--- src/design/dpe_pkg.sv ---
// Purpose: shared constants and carriers of the drive port enable and power control block
// Assumes: core clock of 250 MHz
// Notes: long counts are overridden by top-level parameters in simulation
package dpe_pkg;
   localparam int unsigned CLK_MHZ = 250;
   localparam int unsigned POLL_MS = 20;
   localparam int unsigned POLL_PER_SEC = 50;
   localparam int unsigned START_DELAY_MS = 2;
   localparam int unsigned RESET_HOLD_MS = 10;
   // cycle counts derived from the printed times as milliseconds times 1000 times the clock in MHz
   localparam int unsigned POLL_CYCLES = POLL_MS * 1000 * CLK_MHZ;
   localparam int unsigned START_DELAY_CYCLES = START_DELAY_MS * 1000 * CLK_MHZ;
   localparam int unsigned RESET_HOLD_CYCLES = RESET_HOLD_MS * 1000 * CLK_MHZ;
   // length of the short wake-up while suspended
   localparam int unsigned WAKE_CYCLES = 16;
   localparam logic [2:0] IDLE_REG_ADDR = 3'h7;
   localparam logic [1:0] IDLE_CHIP_SEL_N = 2'h3;
   localparam logic IDLE_STROBE_N = 1'h1;

   typedef struct packed {
      logic driveReadStrobeN;
      logic driveWriteStrobeN;
      logic driveDmaAckN;
      logic [2:0] driveRegAddr;
      logic [1:0] driveChipSelN;
      logic driveResetOutN;
      logic [15:0] driveDataLines;
      logic dataDrive;
   } dpe_drive_t;

   typedef struct packed {
      logic ctrlOeN;
      logic addrOeN;
      logic dataOeN;
   } dpe_drive_oe_t;

   typedef enum logic [1:0] {
      ST_RUN = 2'b00,
      ST_LOW_POWER = 2'b01,
      ST_SUSPEND = 2'b10,
      ST_BRIEF_WAKE = 2'b11
   } dpe_pwr_state_t;
endpackage : dpe_pkg

--- src/design/dpe_power_ctrl.sv ---
// Purpose: polls drive port enable and bus power, gates the drive pins, sequences low power
// Assumes: inputs synchronous to core_clk; drive core supplies pin values in driveReq
// Notes: pin outputs are registered, so they follow driveReq one cycle late
`timescale 1ns/1ps
`default_nettype none
// Notes on behaviour
// - sample drive enable every poll period, except in test mode
// - low enable floats pins, halts drive logic
// - enable falls running: disconnect, low power
// - enable rises: restart and reconnect, unless otherLowPowerHold
// - fall in suspend: brief wake, float pins
// - rise in suspend: brief wake, drive pins
// - sample bus power at start, each period
// - bus power high attaches pull-up
// - bus power low releases pull-up
// - reset reinitialises all logic
// - address, selects, data wait startup delay
module dpe_power_ctrl #(
   parameter int unsigned POLL_CYCLES = dpe_pkg::POLL_CYCLES,
   parameter int unsigned START_DELAY_CYCLES = dpe_pkg::START_DELAY_CYCLES
) (
   input wire logic core_clk,
   input wire logic rst,
   input wire logic drivePortEnableIn,
   input wire logic busPowerDetectIn,
   input wire logic mfgTestMode,
   input wire logic usbSuspend,
   input wire logic otherLowPowerHold,
   input wire dpe_pkg::dpe_drive_t driveReq,
   input wire logic [15:0] driveDataLinesIn,
   output var dpe_pkg::dpe_drive_t drivePins,
   output var dpe_pkg::dpe_drive_oe_t drivePinsOeN,
   output logic [15:0] driveDataCaptured,
   output logic busPullupAttach,
   output logic lowPowerMode,
   output logic driveFsmHalt,
   output var dpe_pkg::dpe_pwr_state_t powerState
);
   // true when the new sample differs from the last and lands on level lvl
   function automatic logic changedTo(input logic prev, input logic now, input logic lvl);
      changedTo = (prev != now) && (now == lvl);
   endfunction : changedTo

   logic pollTick;
   logic started;
   logic enSampled;
   logic vbusSampled;
   logic enRose;
   logic enFell;
   logic pinsEnabled;
   logic restartDelay;
   logic delayDone;
   logic [31:0] delayCount;
   logic [4:0] wakeCount;
   logic pollNow;

   dpe_tick #(
      .PERIOD(POLL_CYCLES)
   ) i_dpe_tick (
      .core_clk(core_clk),
      .rst(rst),
      .tick(pollTick)
   );

   // first cycle after reset takes the start-up sample
   always_ff @(posedge core_clk or posedge rst)
   begin
      if (rst)
      begin
         started <= 1'b0;
      end
      else
      begin
         started <= 1'b1;
      end
   end

   // the enable is frozen in test mode, so its pins stay under test control
   assign pollNow = !mfgTestMode && (pollTick || !started);

   // no change event on the start-up sample: there is nothing to compare it with
   always_ff @(posedge core_clk or posedge rst)
   begin
      if (rst)
      begin
         enSampled <= 1'b0;
         enRose <= 1'b0;
         enFell <= 1'b0;
      end
      else
      begin
         enRose <= 1'b0;
         enFell <= 1'b0;
         if (pollNow)
         begin
            enSampled <= drivePortEnableIn;
            enRose <= started && changedTo(enSampled, drivePortEnableIn, 1'b1);
            enFell <= started && changedTo(enSampled, drivePortEnableIn, 1'b0);
         end
      end
   end

   always_ff @(posedge core_clk or posedge rst)
   begin
      if (rst)
      begin
         vbusSampled <= 1'b0;
      end
      else if (pollTick || !started)
      begin
         vbusSampled <= busPowerDetectIn;
      end
   end

   // power state sequencing
   always_ff @(posedge core_clk or posedge rst)
   begin
      if (rst)
      begin
         powerState <= dpe_pkg::ST_RUN;
         wakeCount <= 5'h0;
         restartDelay <= 1'b0;
      end
      else
      begin
         restartDelay <= 1'b0;
         unique case (powerState)
            dpe_pkg::ST_RUN:
            begin
               if (enFell)
               begin
                  powerState <= dpe_pkg::ST_LOW_POWER;
               end
               else if (usbSuspend)
               begin
                  powerState <= dpe_pkg::ST_SUSPEND;
               end
            end
            dpe_pkg::ST_LOW_POWER:
            begin
               if (enRose && !otherLowPowerHold)
               begin
                  powerState <= dpe_pkg::ST_RUN;
                  restartDelay <= 1'b1;
               end
            end
            dpe_pkg::ST_SUSPEND:
            begin
               if (enRose || enFell)
               begin
                  powerState <= dpe_pkg::ST_BRIEF_WAKE;
                  wakeCount <= 5'(dpe_pkg::WAKE_CYCLES - 1);
               end
               else if (!usbSuspend)
               begin
                  powerState <= dpe_pkg::ST_RUN;
               end
            end
            dpe_pkg::ST_BRIEF_WAKE:
            begin
               if (wakeCount == 5'h0)
               begin
                  powerState <= dpe_pkg::ST_SUSPEND;
               end
               else
               begin
                  wakeCount <= wakeCount - 5'h1;
               end
            end
         endcase
      end
   end

   // pin drive follows the sample except while asleep; the brief wake applies it
   always_ff @(posedge core_clk or posedge rst)
   begin
      if (rst)
      begin
         pinsEnabled <= 1'b0;
      end
      else if (powerState != dpe_pkg::ST_SUSPEND)
      begin
         pinsEnabled <= enSampled;
      end
   end

   // start-up delay, rerun on the return from low power to the post-reset state
   always_ff @(posedge core_clk or posedge rst)
   begin
      if (rst)
      begin
         delayCount <= 32'h0;
         delayDone <= 1'b0;
      end
      else if (restartDelay || (powerState == dpe_pkg::ST_LOW_POWER))
      begin
         // held at zero in low power, so the return floats address and data like a reset
         delayCount <= 32'h0;
         delayDone <= 1'b0;
      end
      else if (!delayDone)
      begin
         delayCount <= delayCount + 32'h1;
         delayDone <= (delayCount == 32'(START_DELAY_CYCLES - 1));
      end
   end

   // registered pin values; strobes idle high until the delay has run
   always_ff @(posedge core_clk or posedge rst)
   begin
      if (rst)
      begin
         drivePins <= '{driveReadStrobeN: dpe_pkg::IDLE_STROBE_N,
                        driveWriteStrobeN: dpe_pkg::IDLE_STROBE_N,
                        driveDmaAckN: dpe_pkg::IDLE_STROBE_N,
                        driveRegAddr: dpe_pkg::IDLE_REG_ADDR,
                        driveChipSelN: dpe_pkg::IDLE_CHIP_SEL_N,
                        driveResetOutN: 1'b1,
                        driveDataLines: 16'h0,
                        dataDrive: 1'b0};
      end
      else
      begin
         drivePins <= driveReq;
         if (!delayDone)
         begin
            drivePins.driveReadStrobeN <= dpe_pkg::IDLE_STROBE_N;
            drivePins.driveWriteStrobeN <= dpe_pkg::IDLE_STROBE_N;
            drivePins.driveDmaAckN <= dpe_pkg::IDLE_STROBE_N;
            drivePins.driveRegAddr <= dpe_pkg::IDLE_REG_ADDR;
            drivePins.driveChipSelN <= dpe_pkg::IDLE_CHIP_SEL_N;
            drivePins.dataDrive <= 1'b0;
         end
      end
   end

   // enables low while driving
   always_ff @(posedge core_clk or posedge rst)
   begin
      if (rst)
      begin
         drivePinsOeN <= 3'h7;
      end
      else
      begin
         drivePinsOeN.ctrlOeN <= !pinsEnabled;
         drivePinsOeN.addrOeN <= !(pinsEnabled && delayDone);
         drivePinsOeN.dataOeN <= !(pinsEnabled && delayDone && driveReq.dataDrive);
      end
   end

   always_ff @(posedge core_clk or posedge rst)
   begin
      if (rst)
      begin
         driveDataCaptured <= 16'h0;
         driveFsmHalt <= 1'b1;
      end
      else
      begin
         driveDataCaptured <= driveDataLinesIn;
         driveFsmHalt <= !pinsEnabled;
      end
   end

   // pull-up also dropped in the low-power state that a falling enable enters from run
   always_ff @(posedge core_clk or posedge rst)
   begin
      if (rst)
      begin
         busPullupAttach <= 1'b0;
         lowPowerMode <= 1'b0;
      end
      else
      begin
         busPullupAttach <= vbusSampled && (powerState != dpe_pkg::ST_LOW_POWER);
         lowPowerMode <= (powerState == dpe_pkg::ST_LOW_POWER) ||
                         (powerState == dpe_pkg::ST_SUSPEND);
      end
   end
endmodule : dpe_power_ctrl
`default_nettype wire

--- src/design/dpe_tick.sv ---
// Purpose: free-running period tick
// Assumes: PERIOD of at least 2
// Notes: tick is a one-cycle pulse from a flip-flop
`timescale 1ns/1ps
`default_nettype none
module dpe_tick #(
   parameter int unsigned PERIOD = 1000
) (
   input wire logic core_clk,
   input wire logic rst,
   output logic tick
);
   logic [31:0] count;

   always_ff @(posedge core_clk or posedge rst)
   begin
      if (rst)
      begin
         count <= 32'h0;
         tick <= 1'b0;
      end
      else if (count == 32'(PERIOD - 1))
      begin
         count <= 32'h0;
         tick <= 1'b1;
      end
      else
      begin
         count <= count + 32'h1;
         tick <= 1'b0;
      end
   end
endmodule : dpe_tick
`default_nettype wire
--- config.mk ---
export PLATFORM = sky130hd
export DESIGN_NAME = dpe_power_ctrl
export DESIGN_NICKNAME = d
export VERILOG_FILES = /design/src/design/dpe_pkg.sv /design/src/design/dpe_power_ctrl.sv /design/src/design/dpe_tick.sv
export SDC_FILE = /design/constraint.sdc
export NUM_CORES = 1
export LEC_CHECK = 0
export BUFFER_PORTS_ARGS = -buffer_cell sky130_fd_sc_hd__buf_4
export CORE_UTILIZATION = 57
export CTS_BUF_LIST = sky130_fd_sc_hd__clkbuf_8
export DETAILED_ROUTE_END_ITERATION = 6
export PLACE_DENSITY = 0.93
export SETUP_SLACK_MARGIN = 0.3
export SYNTH_ARGS = -nofsm -noshare
export SYNTH_HDL_FRONTEND = slang
export SYNTH_SLANG_ARGS = --single-unit
--- constraint.sdc ---
create_clock -name core_clk -period 4.34 [get_ports core_clk]
set_input_delay 0.434 -clock core_clk [delete_from_list [all_inputs] [get_ports core_clk]]
set_output_delay 0.434 -clock core_clk [all_outputs]
set_load 0.01 [all_outputs]
==> impl_metrics.csv <==
group,metric,value,unit
run_status,outcome,"completed",
global_route,groute.usage.overall,0.2563,
sta,setup_viol,0,
sta,layout_worst_path_cycle_share,0.5277,
routing,detail-route-antenna-nets,0,
clock_tree,post_cts_hold_buffer_count,0,
power,vdd_drop_max,295.6,uV
sta,finalMaxSlewViolations,0,
clock_tree,cts_inserted_buffers,17,
clock_tree,postCtsResizedCells,0,
critical_path,critical_path_fanout_max,16,
sta,headroom_to_the_max_slew_limit,0.4652,
sta,clock.fmax,436.6,MHz
routing,first_pass_iters,5,
logic_synthesis,synthDominantCellAreaShare,0.5397,
floorplanning,floorplan.initialDensity,0.5998,
sta,finClkSkew,12.74,ps
worst_hold_path,hold_path.class,"primary input to register",
sta,post-route-worst-setup-slack,2050,ps
routing,drc,0,
clock_tree,clock_insertion_delay_worst_skew,450,ps
logic_synthesis,synth_area_in_xor_xnor,0.08869,
global_route,use_met3,0.07589,
finish,layout-area-overhead-vs-synth,22.85,%
global_route,first_global_vias,4053,
place,finalWeightedCongestion,0.8533,
logic_synthesis,synth_ff_type,"sky130_fd_sc_hd__dfrtp_1",
logic_synthesis,library_cell_occupying_the_most_area_in_the_post_synthesis_netlist,"sky130_fd_sc_hd__dfrtp_1",
sta,post-route-min-period,2290,ps
floorplanning,die_width,98.73,um
logic_synthesis,synth-seq-cells,127,
critical_path,rrSetupSlack,2050,ps
logic_synthesis,netlist_area,5333,sq um
power,leakage,2.965,nW
routing,drt-wirelength-per-cell,16.52,um
sta,hold_viol_final,0,
clock_tree,root_buffer,"sky130_fd_sc_hd__clkbuf_8",
global_route,grt_most_used_layer,"met2",
global_route,grt_use_met2,0.4453,
critical_path,path_cells,"nor2b_1 > nand4_1 > nor4_1 > xnor2_1 > nor2_1",
global_route,gr_overflow_total,0,
critical_path,required_time_at_the_worst_slack_endpoint,4640,ps
place,dp.final_hpwl,7.806,mm
logic_synthesis,synthCells,452,
routing,via_count,3843,
critical_path,criticalPathCategory,"register to register",
global_route,grt_max_degree,64,
logic_synthesis,synth_top_family_by_area,"simple AND/OR/NAND/NOR gates",
finish,antenna_cells_inserted,0,
floorplanning,floorplan.rows,34,
clock_tree,postCtsSetupBuffers,0,
clock_tree,clkSinkCount,127,
clock_tree,h-tree-depth,4,
critical_path,critPathLaunchType,"register",
place,numPortBuffers,98,
global_route,grt_first_pass_wirelength,18.94,mm
clock_tree,cts_max_path_buffers,2,
critical_path,critical_path.slowest_cell,"sky130_fd_sc_hd__dfrtp_1",
logic_synthesis,seq_area_frac_synth,0.5988,
place,dp_worst_setup_slack,2091,ps
routing,detailedRoute.firstIterationViolations,226,
finish,drive_above_1_share,0.3024,
floorplanning,coreArea,8891,sq um
routing,postRouteWirelength,11.24,mm
logic_synthesis,synth_compound_gate_area_share,0.03613,
logic_synthesis,synth_mux_area_frac,0.01032,
clock_tree,cts_tree,"done",
logic_synthesis,synth-warning-count,0,
global_route,antenna_found_initial,0,
routing,vias_per_cell,5.651,
job,max_cap_viol_count,0,
critical_path,crit_path_end_kind,"register",
logic_synthesis,asyncSetResetFlopFracSynth,1.000,
logic_synthesis,yosys.area_share.simple,0.2224,
critical_path,timing.critical_path.arrival,2590,ps
clock_tree,clk_pin_slew,80,ps
sta,rsz0062_at_grt,"no",
floorplanning,top_level_ports,99,
sta,fin_tns_setup,0,ps
logic_synthesis,synthesis.nets,509,
logic_synthesis,synth.distinct_cells,53,
sta,worst_slew_pin_slew,794.9,ps
logic_synthesis,average_footprint_of_a_synthesized_cell,11.80,sq um
floorplanning,die_area,9747,sq um
logic_synthesis,synthTopCellsByArea,"sky130_fd_sc_hd__dfrtp_1 54%, sky130_fd_sc_hd__xnor2_1 7.1%, sky130_fd_sc_hd__dfstp_2 5.9%, sky130_fd_sc_hd__nor2_1 3.5%, sky130_fd_sc_hd__nand3_1 2.1%",
logic_synthesis,number_of_enable_flip_flop_cells_after_synthesis,0,
power,power_density,378.9,nW/um^2
finish,fin_nets,616,
floorplanning,die_h,98.73,um
finish,filler_cells_inserted,546,
critical_path,max_stage_delay,560,ps
global_route,grt_util_met1,0.2947,
logic_synthesis,synthAdderAreaFrac,0.01877,
cell type report:
class,instances,area [sq um],share of cell area
Tap cell,108,135.1,0.02063
Clock buffer,18,247.7,0.03782
Timing Repair Buffer,100,750.7,0.1146
Sequential cell,127,3193,0.4874
Clock inverter,14,155.1,0.02368
Inverter,15,58.81,0.008976
Multi-Input combinational cell,298,2011,0.3069
logic make-up after synthesis:
logic type | after synthesis
xor+xnor | 54
mux | 5
simple gates | 199
buf+inv | 27
fa+ha+maj | 8
flops | 127
other cells | 1
compound gates | 31
power by group:
part           leakage (nW)  switching (W)  internal (W)
sequential             1.61      0.0000244       0.00123
combinational          1.15       0.000101      0.000107
clock                 0.201       0.000491      0.000534
cell usage after synthesis, drive strengths merged, types with 8 or more instances:
library cell / n
nand3: 23
xor2: 11
nand2b: 10
o21ai: 9
inv: 15
and4: 8
ha: 8
dfstp: 12
nor4b: 8
nand2: 28
xnor2: 43
nor3: 17
a21oi: 8
nor4: 17
nor2: 51
dfrtp: 115
metal layers:
layer	part of all wire	vias to the layer above
li1	-	1763
met3	0.050	22
met5	0	-
met1	0.40	1928
met4	0.022	0
met2	0.53	130
critical path: cells and delay by family (launching register included):
family,cells,cell delay [ps]
XOR/XNOR,1,170
flip-flops,1,560
AND/OR/NAND/NOR,4,1410
path summary, 6_finish.rpt:
check / start / to / cells after the start
min: driveDataLinesIn[5] / driveDataCaptured[5]$_DFF_PP0_ / 1
min in group asynchronous: rst / powerState[1]$_DFFE_PP0P_ / 2
max reg2reg: delayDone$_DFF_PP0_ / delayCount[30]$_DFFE_PP0P_ / 5
min reg2reg: pinsEnabled$_DFFE_PP0N_ / driveFsmHalt$_DFF_PP1_ / 1
max: delayDone$_DFF_PP0_ / delayCount[30]$_DFFE_PP0P_ / 5
max in group asynchronous: rst / i_dpe_tick.count[26]$_DFF_PP0_ / 3
cells in the final DEF (no fill, tap or decap), types with 6 or more instances in the layout:
cell type,count
sky130_fd_sc_hd__nor3_1,13
sky130_fd_sc_hd__buf_4,100
sky130_fd_sc_hd__a21oi_1,8
sky130_fd_sc_hd__nand2_1,26
sky130_fd_sc_hd__nand3_1,22
sky130_fd_sc_hd__nand2b_1,10
sky130_fd_sc_hd__clkbuf_8,18
sky130_fd_sc_hd__nand4_1,6
sky130_fd_sc_hd__xnor2_1,43
sky130_fd_sc_hd__and4_1,7
sky130_fd_sc_hd__nor4b_1,7
sky130_fd_sc_hd__o21ai_0,9
sky130_fd_sc_hd__nor2_1,50
sky130_fd_sc_hd__dfrtp_1,115
sky130_fd_sc_hd__xor2_1,11
sky130_fd_sc_hd__nor4_1,10
sky130_fd_sc_hd__ha_1,8
sky130_fd_sc_hd__nor3b_1,6
sky130_fd_sc_hd__dfstp_2,12
sky130_fd_sc_hd__inv_1,14
sky130_fd_sc_hd__nor2b_1,6
sequential cells by signal, summed over array words and instances, names as in the netlist, 2 cells and up:
signal,cells
delayCount,32
driveDataCaptured,16
drivePins,26
drivePinsOeN,2
i_dpe_tick.count,32
powerState,2
wakeCount,5
stage by stage:
| stage | power (W) | utilization | std cells | hold slack, ps | cell area [sq um] |
|---|---|---|---|---|---|
| after global routing | 0.002574 | 0.7368 | 680 | 53.88 | 6551 |
| after floorplan | 0.001369 | - | 452 | 397.5 | 5333 |
| final | 0.002482 | 0.7368 | 680 | 88.25 | 6551 |
| after CTS | 0.002503 | 0.7368 | 680 | 68.31 | 6551 |
| after global placement | 0.001468 | 0.6915 | 648 | 451.0 | 6148 |
| after detailed placement | 0.001481 | 0.6915 | 648 | 459.2 | 6148 |
Note: power is estimated with default switching activity, not from simulation.
